File: config.mk
export PLATFORM = sky130hd
export DESIGN_NAME = piec_top
export DESIGN_NICKNAME = d
export VERILOG_FILES = /design/src/piec_pkg.sv /design/src/piec_top.sv
export SDC_FILE = /design/constraint.sdc
export NUM_CORES = 1
export LEC_CHECK = 0
export BUFFER_PORTS_ARGS = -buffer_cell sky130_fd_sc_hd__buf_2
export CELL_PAD_IN_SITES_DETAIL_PLACEMENT = 1
export CELL_PAD_IN_SITES_GLOBAL_PLACEMENT = 1
export CORE_MARGIN = 8
export CORE_UTILIZATION = 39
export DETAILED_ROUTE_END_ITERATION = 16
export PLACE_DENSITY = 0.95
export RECOVER_POWER = 25
export SYNTH_ARGS = -nofsm -noshare
export SYNTH_HDL_FRONTEND = slang
export SYNTH_SLANG_ARGS = --single-unit
File: constraint.sdc
create_clock -name i_sys_clk -period 4.06 [get_ports i_sys_clk]
set_input_delay 0.609 -clock i_sys_clk [delete_from_list [all_inputs] [get_ports i_sys_clk]]
set_output_delay 0.609 -clock i_sys_clk [all_outputs]
set_load 0.01 [all_outputs]
File: src/piec_pkg.sv
// package with register map, field layout and types of the interrupt and extended control block
package piec_pkg;

	// ----------------------------------------------------------------
	// register offsets
	// ----------------------------------------------------------------
	localparam logic [4:0] EXT_CTRL_TWO_ADDR = 5'h18;
	localparam logic [4:0] INT_MASK_ADDR = 5'h19;
	localparam logic [4:0] INT_STATUS_ADDR = 5'h1A;

	// ----------------------------------------------------------------
	// field positions and widths
	// ----------------------------------------------------------------
	localparam int PIN_ENABLE_BIT = 15;
	localparam int PENDING_BIT = 15;
	localparam int SPEED_CHANGE_BIT = 14;
	localparam int LINK_CHANGE_BIT = 13;
	localparam int DUPLEX_CHANGE_BIT = 12;
	localparam int RESERVED_CAUSE_BIT = 6;
	localparam int DOWNSHIFT_BIT = 2;
	localparam int RX_ERROR_BIT = 0;
	localparam int NUM_CAUSES = 15;
	localparam int EDGE_RATE_LSB = 13;
	localparam int REDUCED_POWER_BIT = 12;
	localparam int PKT_LEN_LSB = 4;
	localparam int CONN_LOOPBACK_BIT = 0;
	localparam int AN_ENABLE_BIT = 12;
	localparam int ADV_LSB = 5;

	// ----------------------------------------------------------------
	// reset values
	// ----------------------------------------------------------------
	localparam logic [2:0] EDGE_RATE_RESET = 3'h0;
	localparam logic [1:0] PKT_LEN_RESET = 2'h0;
	localparam logic [15:0] MASK_RESET = 16'h0000;
	localparam logic [15:0] STATUS_RESET = 16'h0000;
	localparam logic [NUM_CAUSES-1:0] CAUSE_VALID = 15'h7FBF; // bit 6 always zero
	localparam logic [3:0] ADV_ALL = 4'hF;

	// ----------------------------------------------------------------
	// encodings
	// ----------------------------------------------------------------
	typedef enum logic [2:0] {
		EDGE_PLUS2 = 3'h0,
		EDGE_PLUS3 = 3'h1,
		EDGE_PLUS4 = 3'h2,
		EDGE_SLOWEST = 3'h3,
		EDGE_FASTEST = 3'h4,
		EDGE_MINUS1 = 3'h5,
		EDGE_DEFAULT = 3'h6,
		EDGE_PLUS1 = 3'h7
	} piec_edge_rate_e;

	typedef enum logic [1:0] {
		PKT_NORMAL = 2'h0,
		PKT_JUMBO_9K = 2'h1,
		PKT_JUMBO_12K = 2'h2,
		PKT_RESERVED = 2'h3
	} piec_pkt_len_e;

	// settings driven to the datapath
	typedef struct packed {
		piec_edge_rate_e edge_rate;
		logic reduced_power;
		piec_pkt_len_e pkt_len;
		logic conn_loopback;
	} piec_ctrl_s;

	// register bus request
	typedef struct packed {
		logic [4:0] addr;
		logic [15:0] wdata;
		logic wr;
		logic rd;
	} piec_bus_s;

endpackage : piec_pkg

File: src/piec_top.sv
// interrupt mask, interrupt status and extended control register block of one transceiver port
`timescale 1ns/100ps

// Functional notes
// - mask bit 15 set lets the interrupt pin follow status bit 15.
// - clearing mask bit 15 only blocks the pin; capture continues.
// - a status read clears every status bit that no event sets in the same cycle.
// - status bit 15 is summary pending; bits 14..0 are causes.
// - speed and duplex change causes need autonegotiation enabled.
// - downshift cause needs all four advertisement bits set.
// - receive error cause ignores carrier-extension symbols.
// - status bits 14..0 map fixed causes; bit 6 reads zero.
// - mask bits 14..0 let the matching cause set pending; sticky, reset zero.
// - mask and status work without the interrupt pin.
// - edge-rate field 15:13 selects transmit edge rate.
// - bit 12 enables reduced-power mode, sticky, reset zero.
// - field 5:4 selects maximum packet length; 11 reserved.
// - jumbo limits assume a 100 ppm reference clock.
// - sticky bits survive software reset while sticky-reset enable is set.
module piec_top (
	// clock and reset
	input wire logic i_sys_clk,
	input wire logic i_srst,
	// software reset and sticky-reset enable from the control registers
	input wire logic i_soft_rst,
	input wire logic i_sticky_keep,
	// qualifiers from other registers
	input wire logic i_an_enable,
	input wire logic [3:0] i_advertise,
	input wire logic i_rx_err_carrier_ext,
	// cause events, one-cycle pulses, bit order as the status register
	input wire logic [14:0] i_events,
	// register port
	input wire logic [4:0] i_addr,
	input wire logic [15:0] i_wdata,
	input wire logic i_wr,
	input wire logic i_rd,
	output logic [15:0] o_rdata,
	// settings and interrupt pin
	output piec_pkg::piec_ctrl_s o_ctrl,
	output logic o_management_interrupt_pin
);

	// ----------------------------------------------------------------
	// state
	// ----------------------------------------------------------------
	logic [15:0] mask;
	logic [15:0] next_mask;
	logic [14:0] cause;
	logic [14:0] next_cause;
	logic pending;
	logic next_pending;
	piec_pkg::piec_ctrl_s ctrl;
	piec_pkg::piec_ctrl_s next_ctrl;
	logic [15:0] next_rdata;
	logic next_irq;
	logic [14:0] qual_events;
	piec_pkg::piec_bus_s bus;

	// decode a register address hit
	function automatic logic hit(input logic [4:0] a, input logic [4:0] reg_addr);
		hit = (a == reg_addr);
	endfunction : hit

	// bundle the register port
	assign bus = '{addr: i_addr, wdata: i_wdata, wr: i_wr, rd: i_rd};

	// ----------------------------------------------------------------
	// event qualification
	// ----------------------------------------------------------------
	// gate causes by their documented conditions
	always_comb begin
		qual_events = i_events & piec_pkg::CAUSE_VALID;
		if (!i_an_enable) begin
			qual_events[piec_pkg::SPEED_CHANGE_BIT] = 1'b0;
			qual_events[piec_pkg::DUPLEX_CHANGE_BIT] = 1'b0;
		end
		if (i_advertise != piec_pkg::ADV_ALL) begin
			qual_events[piec_pkg::DOWNSHIFT_BIT] = 1'b0;
		end
		if (i_rx_err_carrier_ext) begin
			qual_events[piec_pkg::RX_ERROR_BIT] = 1'b0;
		end
	end

	// ----------------------------------------------------------------
	// control, mask and status registers
	// ----------------------------------------------------------------
	// next values of the configuration registers
	always_comb begin
		next_mask = mask;
		next_ctrl = ctrl;
		if (i_soft_rst && !i_sticky_keep) begin
			next_mask = piec_pkg::MASK_RESET;
			next_ctrl.edge_rate = piec_pkg::piec_edge_rate_e'(piec_pkg::EDGE_RATE_RESET);
			next_ctrl.reduced_power = 1'b0;
			next_ctrl.pkt_len = piec_pkg::piec_pkt_len_e'(piec_pkg::PKT_LEN_RESET);
		end
		if (i_soft_rst) begin
			next_ctrl.conn_loopback = 1'b0; // not sticky
		end
		if (bus.wr && hit(bus.addr, piec_pkg::INT_MASK_ADDR)) begin
			next_mask = bus.wdata;
		end
		if (bus.wr && hit(bus.addr, piec_pkg::EXT_CTRL_TWO_ADDR)) begin
			next_ctrl.edge_rate = piec_pkg::piec_edge_rate_e'(bus.wdata[piec_pkg::EDGE_RATE_LSB +: 3]);
			next_ctrl.reduced_power = bus.wdata[piec_pkg::REDUCED_POWER_BIT];
			next_ctrl.pkt_len = piec_pkg::piec_pkt_len_e'(bus.wdata[piec_pkg::PKT_LEN_LSB +: 2]);
			next_ctrl.conn_loopback = bus.wdata[piec_pkg::CONN_LOOPBACK_BIT];
		end
	end

	// next status: read clears, new events win over the clear
	always_comb begin
		next_cause = cause;
		next_pending = pending;
		if (bus.rd && hit(bus.addr, piec_pkg::INT_STATUS_ADDR)) begin
			next_cause = '0;
			next_pending = 1'b0;
		end
		next_cause = next_cause | qual_events;
		if ((qual_events & mask[14:0]) != '0) begin
			next_pending = 1'b1;
		end
		next_irq = next_pending && next_mask[piec_pkg::PIN_ENABLE_BIT];
	end

	// read data mux, valid in the cycle after the strobe
	always_comb begin
		next_rdata = 16'h0000;
		if (bus.rd) begin
			unique case (bus.addr)
				piec_pkg::EXT_CTRL_TWO_ADDR: begin
					next_rdata = {ctrl.edge_rate, ctrl.reduced_power, 6'h00, ctrl.pkt_len, 3'h0, ctrl.conn_loopback};
				end
				piec_pkg::INT_MASK_ADDR: begin
					next_rdata = mask;
				end
				piec_pkg::INT_STATUS_ADDR: begin
					next_rdata = {pending, cause};
				end
				default: begin
					next_rdata = 16'h0000;
				end
			endcase
		end
	end

	// register all state
	always_ff @(posedge i_sys_clk) begin
		if (i_srst) begin
			mask <= piec_pkg::MASK_RESET;
			cause <= piec_pkg::STATUS_RESET[14:0];
			pending <= 1'b0;
			ctrl <= '{edge_rate: piec_pkg::EDGE_PLUS2, reduced_power: 1'b0, pkt_len: piec_pkg::PKT_NORMAL,
				conn_loopback: 1'b0};
			o_rdata <= 16'h0000;
			o_ctrl <= '{edge_rate: piec_pkg::EDGE_PLUS2, reduced_power: 1'b0, pkt_len: piec_pkg::PKT_NORMAL,
				conn_loopback: 1'b0};
			o_management_interrupt_pin <= 1'b0;
		end else begin
			mask <= next_mask;
			cause <= next_cause;
			pending <= next_pending;
			ctrl <= next_ctrl;
			o_rdata <= next_rdata;
			o_ctrl <= next_ctrl;
			o_management_interrupt_pin <= next_irq;
		end
	end

endmodule : piec_top

# Word level (Yosys, flattened, before mapping)
# Cells that the tools add are included.
# word_totals
memories	0
latch_bits	0
regBits	56
rom_bits	0
ram_bits	0
# classes
eq_ne	4
shift	0
n_div	0
n_lt_le_gt_ge	0
n_mul	0
n_addsub	0
bitwise	3
mux	13
reduce_logical	11
# ops
cell	count
case mux 16 bit (3 select lines)	1
two-way mux 16 bit	2
bitwise AND 15 bit	1
== test 5 bit (second input constant)	3
two-way mux 15 bit	1
OR 15 bit	1
nonzero test 15 bit	1
two-way mux 1 bit	7
two-way mux 7 bit	1
two-way mux 6 bit	1
nonzero test 2 bit	3
logical AND 1 bit	5
inequality test 4 bit (second input constant)	1
OR reduction 2 bit	1
logical NOT 1 bit	1
NOT 1 bit	1

# Longest topological paths before layout
# Gate-level depths: netlist of run 1.
# logic_depth
depth_word	6
ltp_mapped	6
depth_no_buf	4

# Worst setup path after synthesis of run 1
# Ideal clock, no wire load.
# synth_timing
path_type	in2reg
from	in i_addr[2]
to	reg ctrl[0] (netlist bit)
cell_stages	5
slack_ps	2339
t_arrival_ps	1593
setup_time_ps	128
required_ps	3932
path_buffers	1
cell_sequence	nand3b_4 or4b_4 buf_6 mux2i_1 nor2_1
# synth_via
elab_chain_len	3
# synth_rtl
element	line	text
start: declaration	piec_top.sv:34	input wire logic [4:0] i_addr,
== test 5 bit *	piec_top.sv:62	hit = (a == reg_addr);
logical AND 1 bit *	piec_top.sv:105	if (bus.wr && hit(bus.addr, piec_pkg::EXT_CTRL_TWO_ADDR)) begin
two-way mux 7 bit / nonzero test 2 bit (equally long branches)	n/a	
end signal: assignment	piec_top.sv:155	ctrl <= '{edge_rate: piec_pkg::EDGE_PLUS2, reduced_power: 1'b0, pkt_len: piec_pkg::PKT_NORMAL,
end signal: assignment	piec_top.sv:165	ctrl <= next_ctrl;
end: declaration	piec_top.sv:53	piec_pkg::piec_ctrl_s ctrl;
# Mark *: on every way between the ends. The rest lies on a longest branch, timed or not.
# A chain may end at the register's enable or synchronous reset.

# Final worst setup path of run 1
# layout_timing
from	in i_addr[1]
to	reg o_rdata[11]
# layout_via
elab_chain_len	2
# layout_rtl
element	line	text
== test 5 bit	piec_top.sv:132	unique case (bus.addr)
case mux 16 bit (3 select lines) *	piec_top.sv:132	
end signal: assignment	piec_top.sv:166	o_rdata <= next_rdata;
end: declaration	piec_top.sv:38	output logic [15:0] o_rdata,
# Marks and branches as above.

==> results of run 1 <==
[cells by family after synthesis]
family | share of synthesized area [%]
buffers and inverters | 3.70
and+or+nand+nor | 25.4
DFF | 50.1
AOI/OAI and AO/OA | 14.1
muxes | 6.83
[worst register-to-register path: stages, from the launching register on]
cell and delay (ns):
dfxtp_1 0.36, a22oi_1 0.26, o211ai_1 0.13, nor4_1 0.51, nor3_1 0.08
[flip-flops by register name, summed over array words and instances, names as in the netlist]
name and flops:
cause 14, pending 1, ctrl 7, o_management_interrupt_pin 1, mask 16, o_rdata 16
[area by class of cell]
class | count | area (um^2)
clock inverters | 2 | 12.5
multi-input cells | 171 | 1020
repair buffers | 71 | 334
inverters | 1 | 3.75
flip-flops and latches | 55 | 1100
well taps | 72 | 90.1
clock buffers | 6 | 72.6
fillers | 706 | 2840
[power by group through the flow]
stage               Combinational [mW]  Sequential [mW]  Clock, mW
CTS                             0.0719            0.557      0.298
finish                          0.0724            0.557      0.292
global route                    0.0789            0.558      0.321
detailed placement              0.0714            0.569          0
floorplan                       0.0358            0.568          0
global placement                0.0677            0.568          0
[metrics by stage]
stage	setup WS, ns	hold slack (ns)	power [mW]	util [%]
2_1_floorplan	2.34	0.448	0.603	-
3_3_place_gp	1.91	0.462	0.636	47.0
3_5_place_dp	1.88	0.482	0.641	47.0
4_1_cts	2.14	0.508	0.927	48.5
5_1_grt	2.00	0.528	0.959	48.1
6_report	2.12	0.503	0.922	48.1
[per-layer routing]
metal  part of all wire, %  track usage [%]  vias up
li1                      -                -      963
met2                    50             27.9       58
met3                   6.3             4.61        9
met5                     0                0        -
met4                   1.6             5.73        0
met1                    42             18.2      980
[Yosys cell counts, drive strengths merged]
library cell and n:
dfxtp 55, a22oi 16, nor4 1, nor2 45, nand3b 17, mux2i 15, nand4 1, nor3b 1
and3b 2, nand2 18, nor3 2, o211ai 1, and3 1, a21boi 1, clkbuf 8, and2 8
nand4b 1, and4 1, or4b 1, nor2b 3, inv 1, nand2b 1, and4b 1, buf 8
a21oi 33, a32oi 1
[layout by cell type, fill, tap and decap left out, drive strengths merged, types with 2 or more instances in the layout]
| master | instances |
|---|---|
| and3b | 2 |
| clkbuf | 25 |
| dfxtp | 55 |
| nor2b | 3 |
| nor2 | 45 |
| nand2 | 18 |
| a21oi | 33 |
| a22oi | 16 |
| mux2i | 15 |
| and2 | 8 |
| buf | 52 |
| nand3b | 17 |
| nor3 | 2 |
[worst max-delay path by stage]
| stage | startpoint | end | slack, ns |
|---|---|---|---|
| 2_1_floorplan | i_addr[2] | ctrl[0]$_SDFFE_PP0P_ | 2.34 |
| 4_1_cts | i_addr[1] | o_rdata[11]$_SDFF_PP0_ | 2.14 |
| 5_1_grt | i_addr[1] | o_rdata[2]$_SDFF_PP0_ | 2.00 |
| 6_report | i_addr[1] | o_rdata[11]$_SDFF_PP0_ | 2.12 |
| 3_3_place_gp | i_addr[1] | o_rdata[2]$_SDFF_PP0_ | 1.91 |
| 3_5_place_dp | i_addr[1] | o_rdata[11]$_SDFF_PP0_ | 1.88 |
==> flow_metrics.env, run 1 <==
export IMPL_comb_power_share_pct=7.9
export IMPL_wl_per_cell_um=17.6
export IMPL_htreeDepth=2
export IMPL_cp_max_fo=13
export IMPL_worstHoldEndpoint="cause[2]$_SDFF_PP0_"
export IMPL_ant_nets=0
export IMPL_fin_nets=353
export IMPL_cts_sinks=55
export IMPL_power_frac_seq_pct=60.5
export IMPL_timing_reg2reg_setup_slack_ns=2.59
export IMPL_antenna_found_initial=0
export IMPL_yosys_cell_types_count=33
export IMPL_cts_hold_fix_buffers=0
export IMPL_rr_startpoint="mask[9]$_SDFFE_PP0P_"
export IMPL_numPortBuffers=70
export IMPL_via_count=2010
export IMPL_cts_setup_buffers=0
export IMPL_critPathCaptureType="flop"
export IMPL_routed_wl_mm=6.66
export IMPL_gp_congestion=0.835
export IMPL_post_dp_cell_area_mm2=0.00257
export IMPL_critPathLaunchType="input port"
export IMPL_rows=27
export IMPL_die_w_um=91.1
export IMPL_drc=0
export IMPL_critPathKind="input port to flop"
export IMPL_dieArea_mm2=0.00830
export IMPL_relSlewSlack_pct=48.2
export IMPL_firstDrtPassIters=4
export IMPL_grt_pass1_vias=2188
export IMPL_fp_coreArea_mm2=0.00547
export IMPL_p_int_mw=0.702
export IMPL_reg2reg_depth=4
export IMPL_cts_path_max_buffers=2
export IMPL_finClkSkew_ns=0.00450
export IMPL_yosysSeqAreaShare_pct=50.1
export IMPL_tritoncts="done"
export IMPL_p_leak_nw=1.07
export IMPL_status="finished clean"
export IMPL_worst_pin_slew_ns=0.778
export IMPL_cts_resized=0
export IMPL_cp_num_buf_inv=1
export IMPL_critical_path_top_delay_family="simple AND/OR/NAND/NOR gates"
export IMPL_drt_iter0_drc=138
export IMPL_grt_max_degree=42
export IMPL_drive_above_1_share_pct=20.9
export IMPL_hold_viol=0
export IMPL_syn2layout_area_growth_pct=19.6
export IMPL_timing_max_cap_violations=0
export IMPL_hold_depth=2
export IMPL_cts_buffers=5
export IMPL_viasPerCell=5.32
export IMPL_worst_path_stages=5
export IMPL_ys_ff_latch=55
export IMPL_yosysWarnings=0
export IMPL_sw_frac_of_total_pct=23.8
export IMPL_cpPeakStageDelay_ns=0.53
export IMPL_fin_area_mm2=0.00263
export IMPL_grt_setup_unrepaired="no"
export IMPL_initial_core_util_pct=40.2
export IMPL_hpwl_mm=5.00
export IMPL_num_io_pins=72
export IMPL_min_delay_start="cause[2]$_SDFF_PP0_"
export IMPL_die_h_um=91.1
export IMPL_fin_cells=378
export IMPL_fmax_mhz=515
export IMPL_clock_root_buffer="clkbuf_8"
export IMPL_synth_largest_area_cell="dfxtp_1"
export IMPL_grt_pass1_wl_mm=11.0
export IMPL_netlist_area_mm2=0.00220
export IMPL_cp_cell_sequence="buf_2 > nor2b_1 > and2_0 > a22oi_1 > nor2_1"
export IMPL_synth_avg_cell_area_um2=9.05
export IMPL_track_usage_pct=16.0
export IMPL_gr_total_overflow=0
export IMPL_pwr_share_clk_pct=31.7
export IMPL_r2r_end="o_management_interrupt_pin$_SDFF_PP0_"
export IMPL_synth_top_cell_area_share_pct=50.1
export IMPL_cp_slowest_cell="nor2b_1"
export IMPL_period_needed_ns=1.94
export IMPL_vdd_ir_drop_max_mv=0.145
export IMPL_synthTopCellsByArea="dfxtp_1 50%, nor2_1 7.7%, a21oi_1 7.5%"
export IMPL_synth_nets=291
export IMPL_clkTransAtPathRegs_ns=0.09
export IMPL_setup_viol=0
export IMPL_p_per_area_mw_per_mm2=350
export IMPL_worstSkewPairLatency_ns=0.31
export IMPL_tns_ns=0
export IMPL_dp_cells=370
export IMPL_hold_path_class="flop to flop"
export IMPL_synth_cells=243
export IMPL_layout_worst_path_cycle_share_pct=47.8
export IMPL_maxSlewViolCount=0
export IMPL_diodes=0
export IMPL_worstPathRequired_ns=4.30
export IMPL_worstPathArrival_ns=2.18
export IMPL_switching_power_mw=0.220
Power figures use the tool's default switching activity.
==> run 2, diff against run 1 <==
--- a/config.mk
+++ b/config.mk
@@ -9,9 +9,9 @@
 export CELL_PAD_IN_SITES_DETAIL_PLACEMENT = 1
 export CELL_PAD_IN_SITES_GLOBAL_PLACEMENT = 1
 export CORE_MARGIN = 8
-export CORE_UTILIZATION = 39
+export CORE_UTILIZATION = 36
 export DETAILED_ROUTE_END_ITERATION = 16
-export PLACE_DENSITY = 0.95
+export PLACE_DENSITY = 0.9
 export RECOVER_POWER = 25
 export SYNTH_ARGS = -nofsm -noshare
 export SYNTH_HDL_FRONTEND = slang
==> constraint.sdc (replaced) <==
create_clock -name i_sys_clk -period 2 [get_ports i_sys_clk]
set_input_delay 0.3 -clock i_sys_clk [delete_from_list [all_inputs] [get_ports i_sys_clk]]
set_output_delay 0.3 -clock i_sys_clk [all_outputs]
set_load 0.01 [all_outputs]
==> run 2 against run 1 <==
  * Highest routed layer unchanged
  * Register-to-register slack got worse by 2.0 ns
  * Worst setup slack got worse by 1.6 ns
  * Sequential power rose by 100%
  * Clock skew rose by 0.0024 ns
  * Wire length fell by 2.8%
  * Largest power group unchanged
  * Core utilization fell by 2.9 points
  * First-iteration DRC count fell by 60%
  * Sequential share of layout area fell by 0.65 points
  * Cell count rose by 2.4%
==> flow_metrics.env, run 2 (synthesis gave the netlist of run 1 again) <==
export IMPL_setup_viol=0
export IMPL_num_io_pins=72
export IMPL_post_dp_cell_area_mm2=0.00261
export IMPL_routed_wl_mm=6.48
export IMPL_dieArea_mm2=0.00887
export IMPL_cts_hold_fix_buffers=0
export IMPL_utilization_pct=45.1
export IMPL_cts_sinks=55
export IMPL_cp_cell_sequence="a22oi_1 > o211ai_1 > nor4_1 > nor3_1"
export IMPL_fin_area_mm2=0.00267
export IMPL_setup_slack_ns=0.567
export IMPL_multi_input_area_mm2=0.00101
export IMPL_sw_frac_of_total_pct=23.3
export IMPL_hold_viol=0
export IMPL_cp_slowest_cell="nor4_1"
export IMPL_track_usage_pct=14.9
export IMPL_min_delay_start="i_events[7]"
export IMPL_cpPeakStageDelay_ns=0.53
export IMPL_r2r_end="o_management_interrupt_pin$_SDFF_PP0_"
export IMPL_hold_path_class="input port to flop"
export IMPL_fp_coreArea_mm2=0.00592
export IMPL_gp_congestion=0.842
export IMPL_critical_path_top_delay_family="simple AND/OR/NAND/NOR gates"
export IMPL_cts_path_max_buffers=2
export IMPL_tritoncts="done"
export IMPL_fmax_mhz=698
export IMPL_worstSkewPairLatency_ns=0.31
export IMPL_nFillCells=735
export IMPL_pre_cts_ws_ns=0.313
export IMPL_vdd_ir_drop_max_mv=0.299
export IMPL_top_layer_used="met4"
export IMPL_antenna_found_initial=1
export IMPL_cts_buffers=5
export IMPL_wl_per_cell_um=16.7
export IMPL_reg2reg_depth=4
export IMPL_reg_top3="mask: 16 flops, o_rdata: 16 flops, cause: 14 flops"
export IMPL_gr_total_overflow=0
export IMPL_critPathKind="flop to flop"
export IMPL_dr_wl_met2_mm=3.17
export IMPL_drc=0
export IMPL_period_needed_ns=1.43
export IMPL_final_common_cell="buf_2"
export IMPL_firstDrtPassIters=4
export IMPL_timing_reg2reg_setup_slack_ns=0.57
export IMPL_maxSlewViolCount=0
export IMPL_comb_power_share_pct=8.2
export IMPL_numPortBuffers=70
export IMPL_via_count=1945
export IMPL_p_int_mw=1.43
export IMPL_clkTransAtPathRegs_ns=0.09
export IMPL_wl_met1_mm=2.81
export IMPL_wl_met3_um=368
export IMPL_timing_max_cap_violations=0
export IMPL_viasPerCell=5.03
export IMPL_cp_max_fo=3
export IMPL_hpwl_mm=4.92
export IMPL_cts_setup_buffers=0
export IMPL_die_h_um=94.2
export IMPL_rr_startpoint="mask[3]$_SDFFE_PP0P_"
export IMPL_worst_pin_slew_ns=0.594
export IMPL_fin_nets=358
export IMPL_grt_setup_unrepaired="no"
export IMPL_pwr_share_clk_pct=31.3
export IMPL_status="finished clean"
export IMPL_switching_power_mw=0.436
export IMPL_regArea_mm2=0.00110
export IMPL_grt_pass1_vias=2065
export IMPL_rows=28
export IMPL_worstPathRequired_ns=2.18
export IMPL_drive_above_1_share_pct=23.8
export IMPL_final_cell_mix="59 x buf_2, 55 x dfxtp_1, 45 x nor2_1"
export IMPL_power_frac_seq_pct=60.6
export IMPL_syn2layout_area_growth_pct=21.5
export IMPL_p_leak_nw=1.13
export IMPL_worstHoldEndpoint="cause[7]$_SDFF_PP0_"
export IMPL_finClkSkew_ns=0.00686
export IMPL_hold_depth=3
export IMPL_clock_root_buffer="clkbuf_8"
export IMPL_worstPathArrival_ns=1.61
export IMPL_p_per_area_mw_per_mm2=698
export IMPL_critPathCaptureType="flop"
export IMPL_grt_max_degree=41
export IMPL_critPathLaunchType="flop"
export IMPL_die_w_um=94.2
export IMPL_ant_nets=0
export IMPL_cts_resized=0
export IMPL_cp_num_buf_inv=0
export IMPL_layout_worst_path_cycle_share_pct=71.7
export IMPL_worst_path_stages=4
export IMPL_grt_pass1_wl_mm=10.4
export IMPL_relSlewSlack_pct=60.4
export IMPL_initial_core_util_pct=37.2
export IMPL_drt_iter0_drc=55
export IMPL_tns_ns=0
export IMPL_htreeDepth=2
-- run 2: cell count changes in the layout (fill, tap and decap cells not counted), sizes merged --
cell,change
clkinvlp,-1
diode,+1
buf,+12
clkbuf,-6
-- run 2: tightest hold or removal path, cell delays in order --
cell and delay, ns:
buf_2 0.09, a21oi_1 0.03, nor2_1 0.07
-- run 2: per-layer routing --
metal	up-vias	GRT usage, %
met4	0	5.81
met5	-	0
met3	8	4.08
met1	911	17.5
met2	50	25.1
li1	976	-
-- run 2: through the flow --
stage               total power, mW  instances  hold slack, ns
floorplan                      1.22        243           0.417
global placement               1.30        378           0.461
detailed placement             1.31        378           0.477
CTS                            1.88        386           0.211
global route                   1.94        387           0.213
finish                         1.87        387           0.219
-- run 2: how the worst max path moves through the flow --
stage	start	endpoint	slack (ns)
2_1_floorplan	i_addr[2]	ctrl[0]$_SDFFE_PP0P_	0.59
3_3_place_gp	i_addr[0]	mask[12]$_SDFFE_PP0P_	0.40
3_5_place_dp	i_addr[0]	mask[3]$_SDFFE_PP0P_	0.31
4_1_cts	mask[9]$_SDFFE_PP0P_	o_management_interrupt_pin$_SDFF_PP0_	0.53
5_1_grt	mask[11]$_SDFFE_PP0P_	o_management_interrupt_pin$_SDFF_PP0_	0.41
6_report	mask[3]$_SDFFE_PP0P_	o_management_interrupt_pin$_SDFF_PP0_	0.57
-- run 2: final cells by class --
class,count,area share [%]
sequential,55,41.2
multi-input combinational,171,37.9
timing repair buffer,76,14.1
tap,75,3.51
clock buffer,7,2.86
clock inverter,1,0.187
inverter,1,0.140
antenna,1,0.0936
-- run 2: power groups by stage --
stage | Sequential (mW) | Clock [mW] | Combinational, mW
after floorplan | 1.15 | 0 | 0.0727
after global placement | 1.15 | 0 | 0.145
after detailed placement | 1.16 | 0 | 0.151
after CTS | 1.13 | 0.601 | 0.153
after global routing | 1.13 | 0.642 | 0.169
final | 1.13 | 0.584 | 0.152
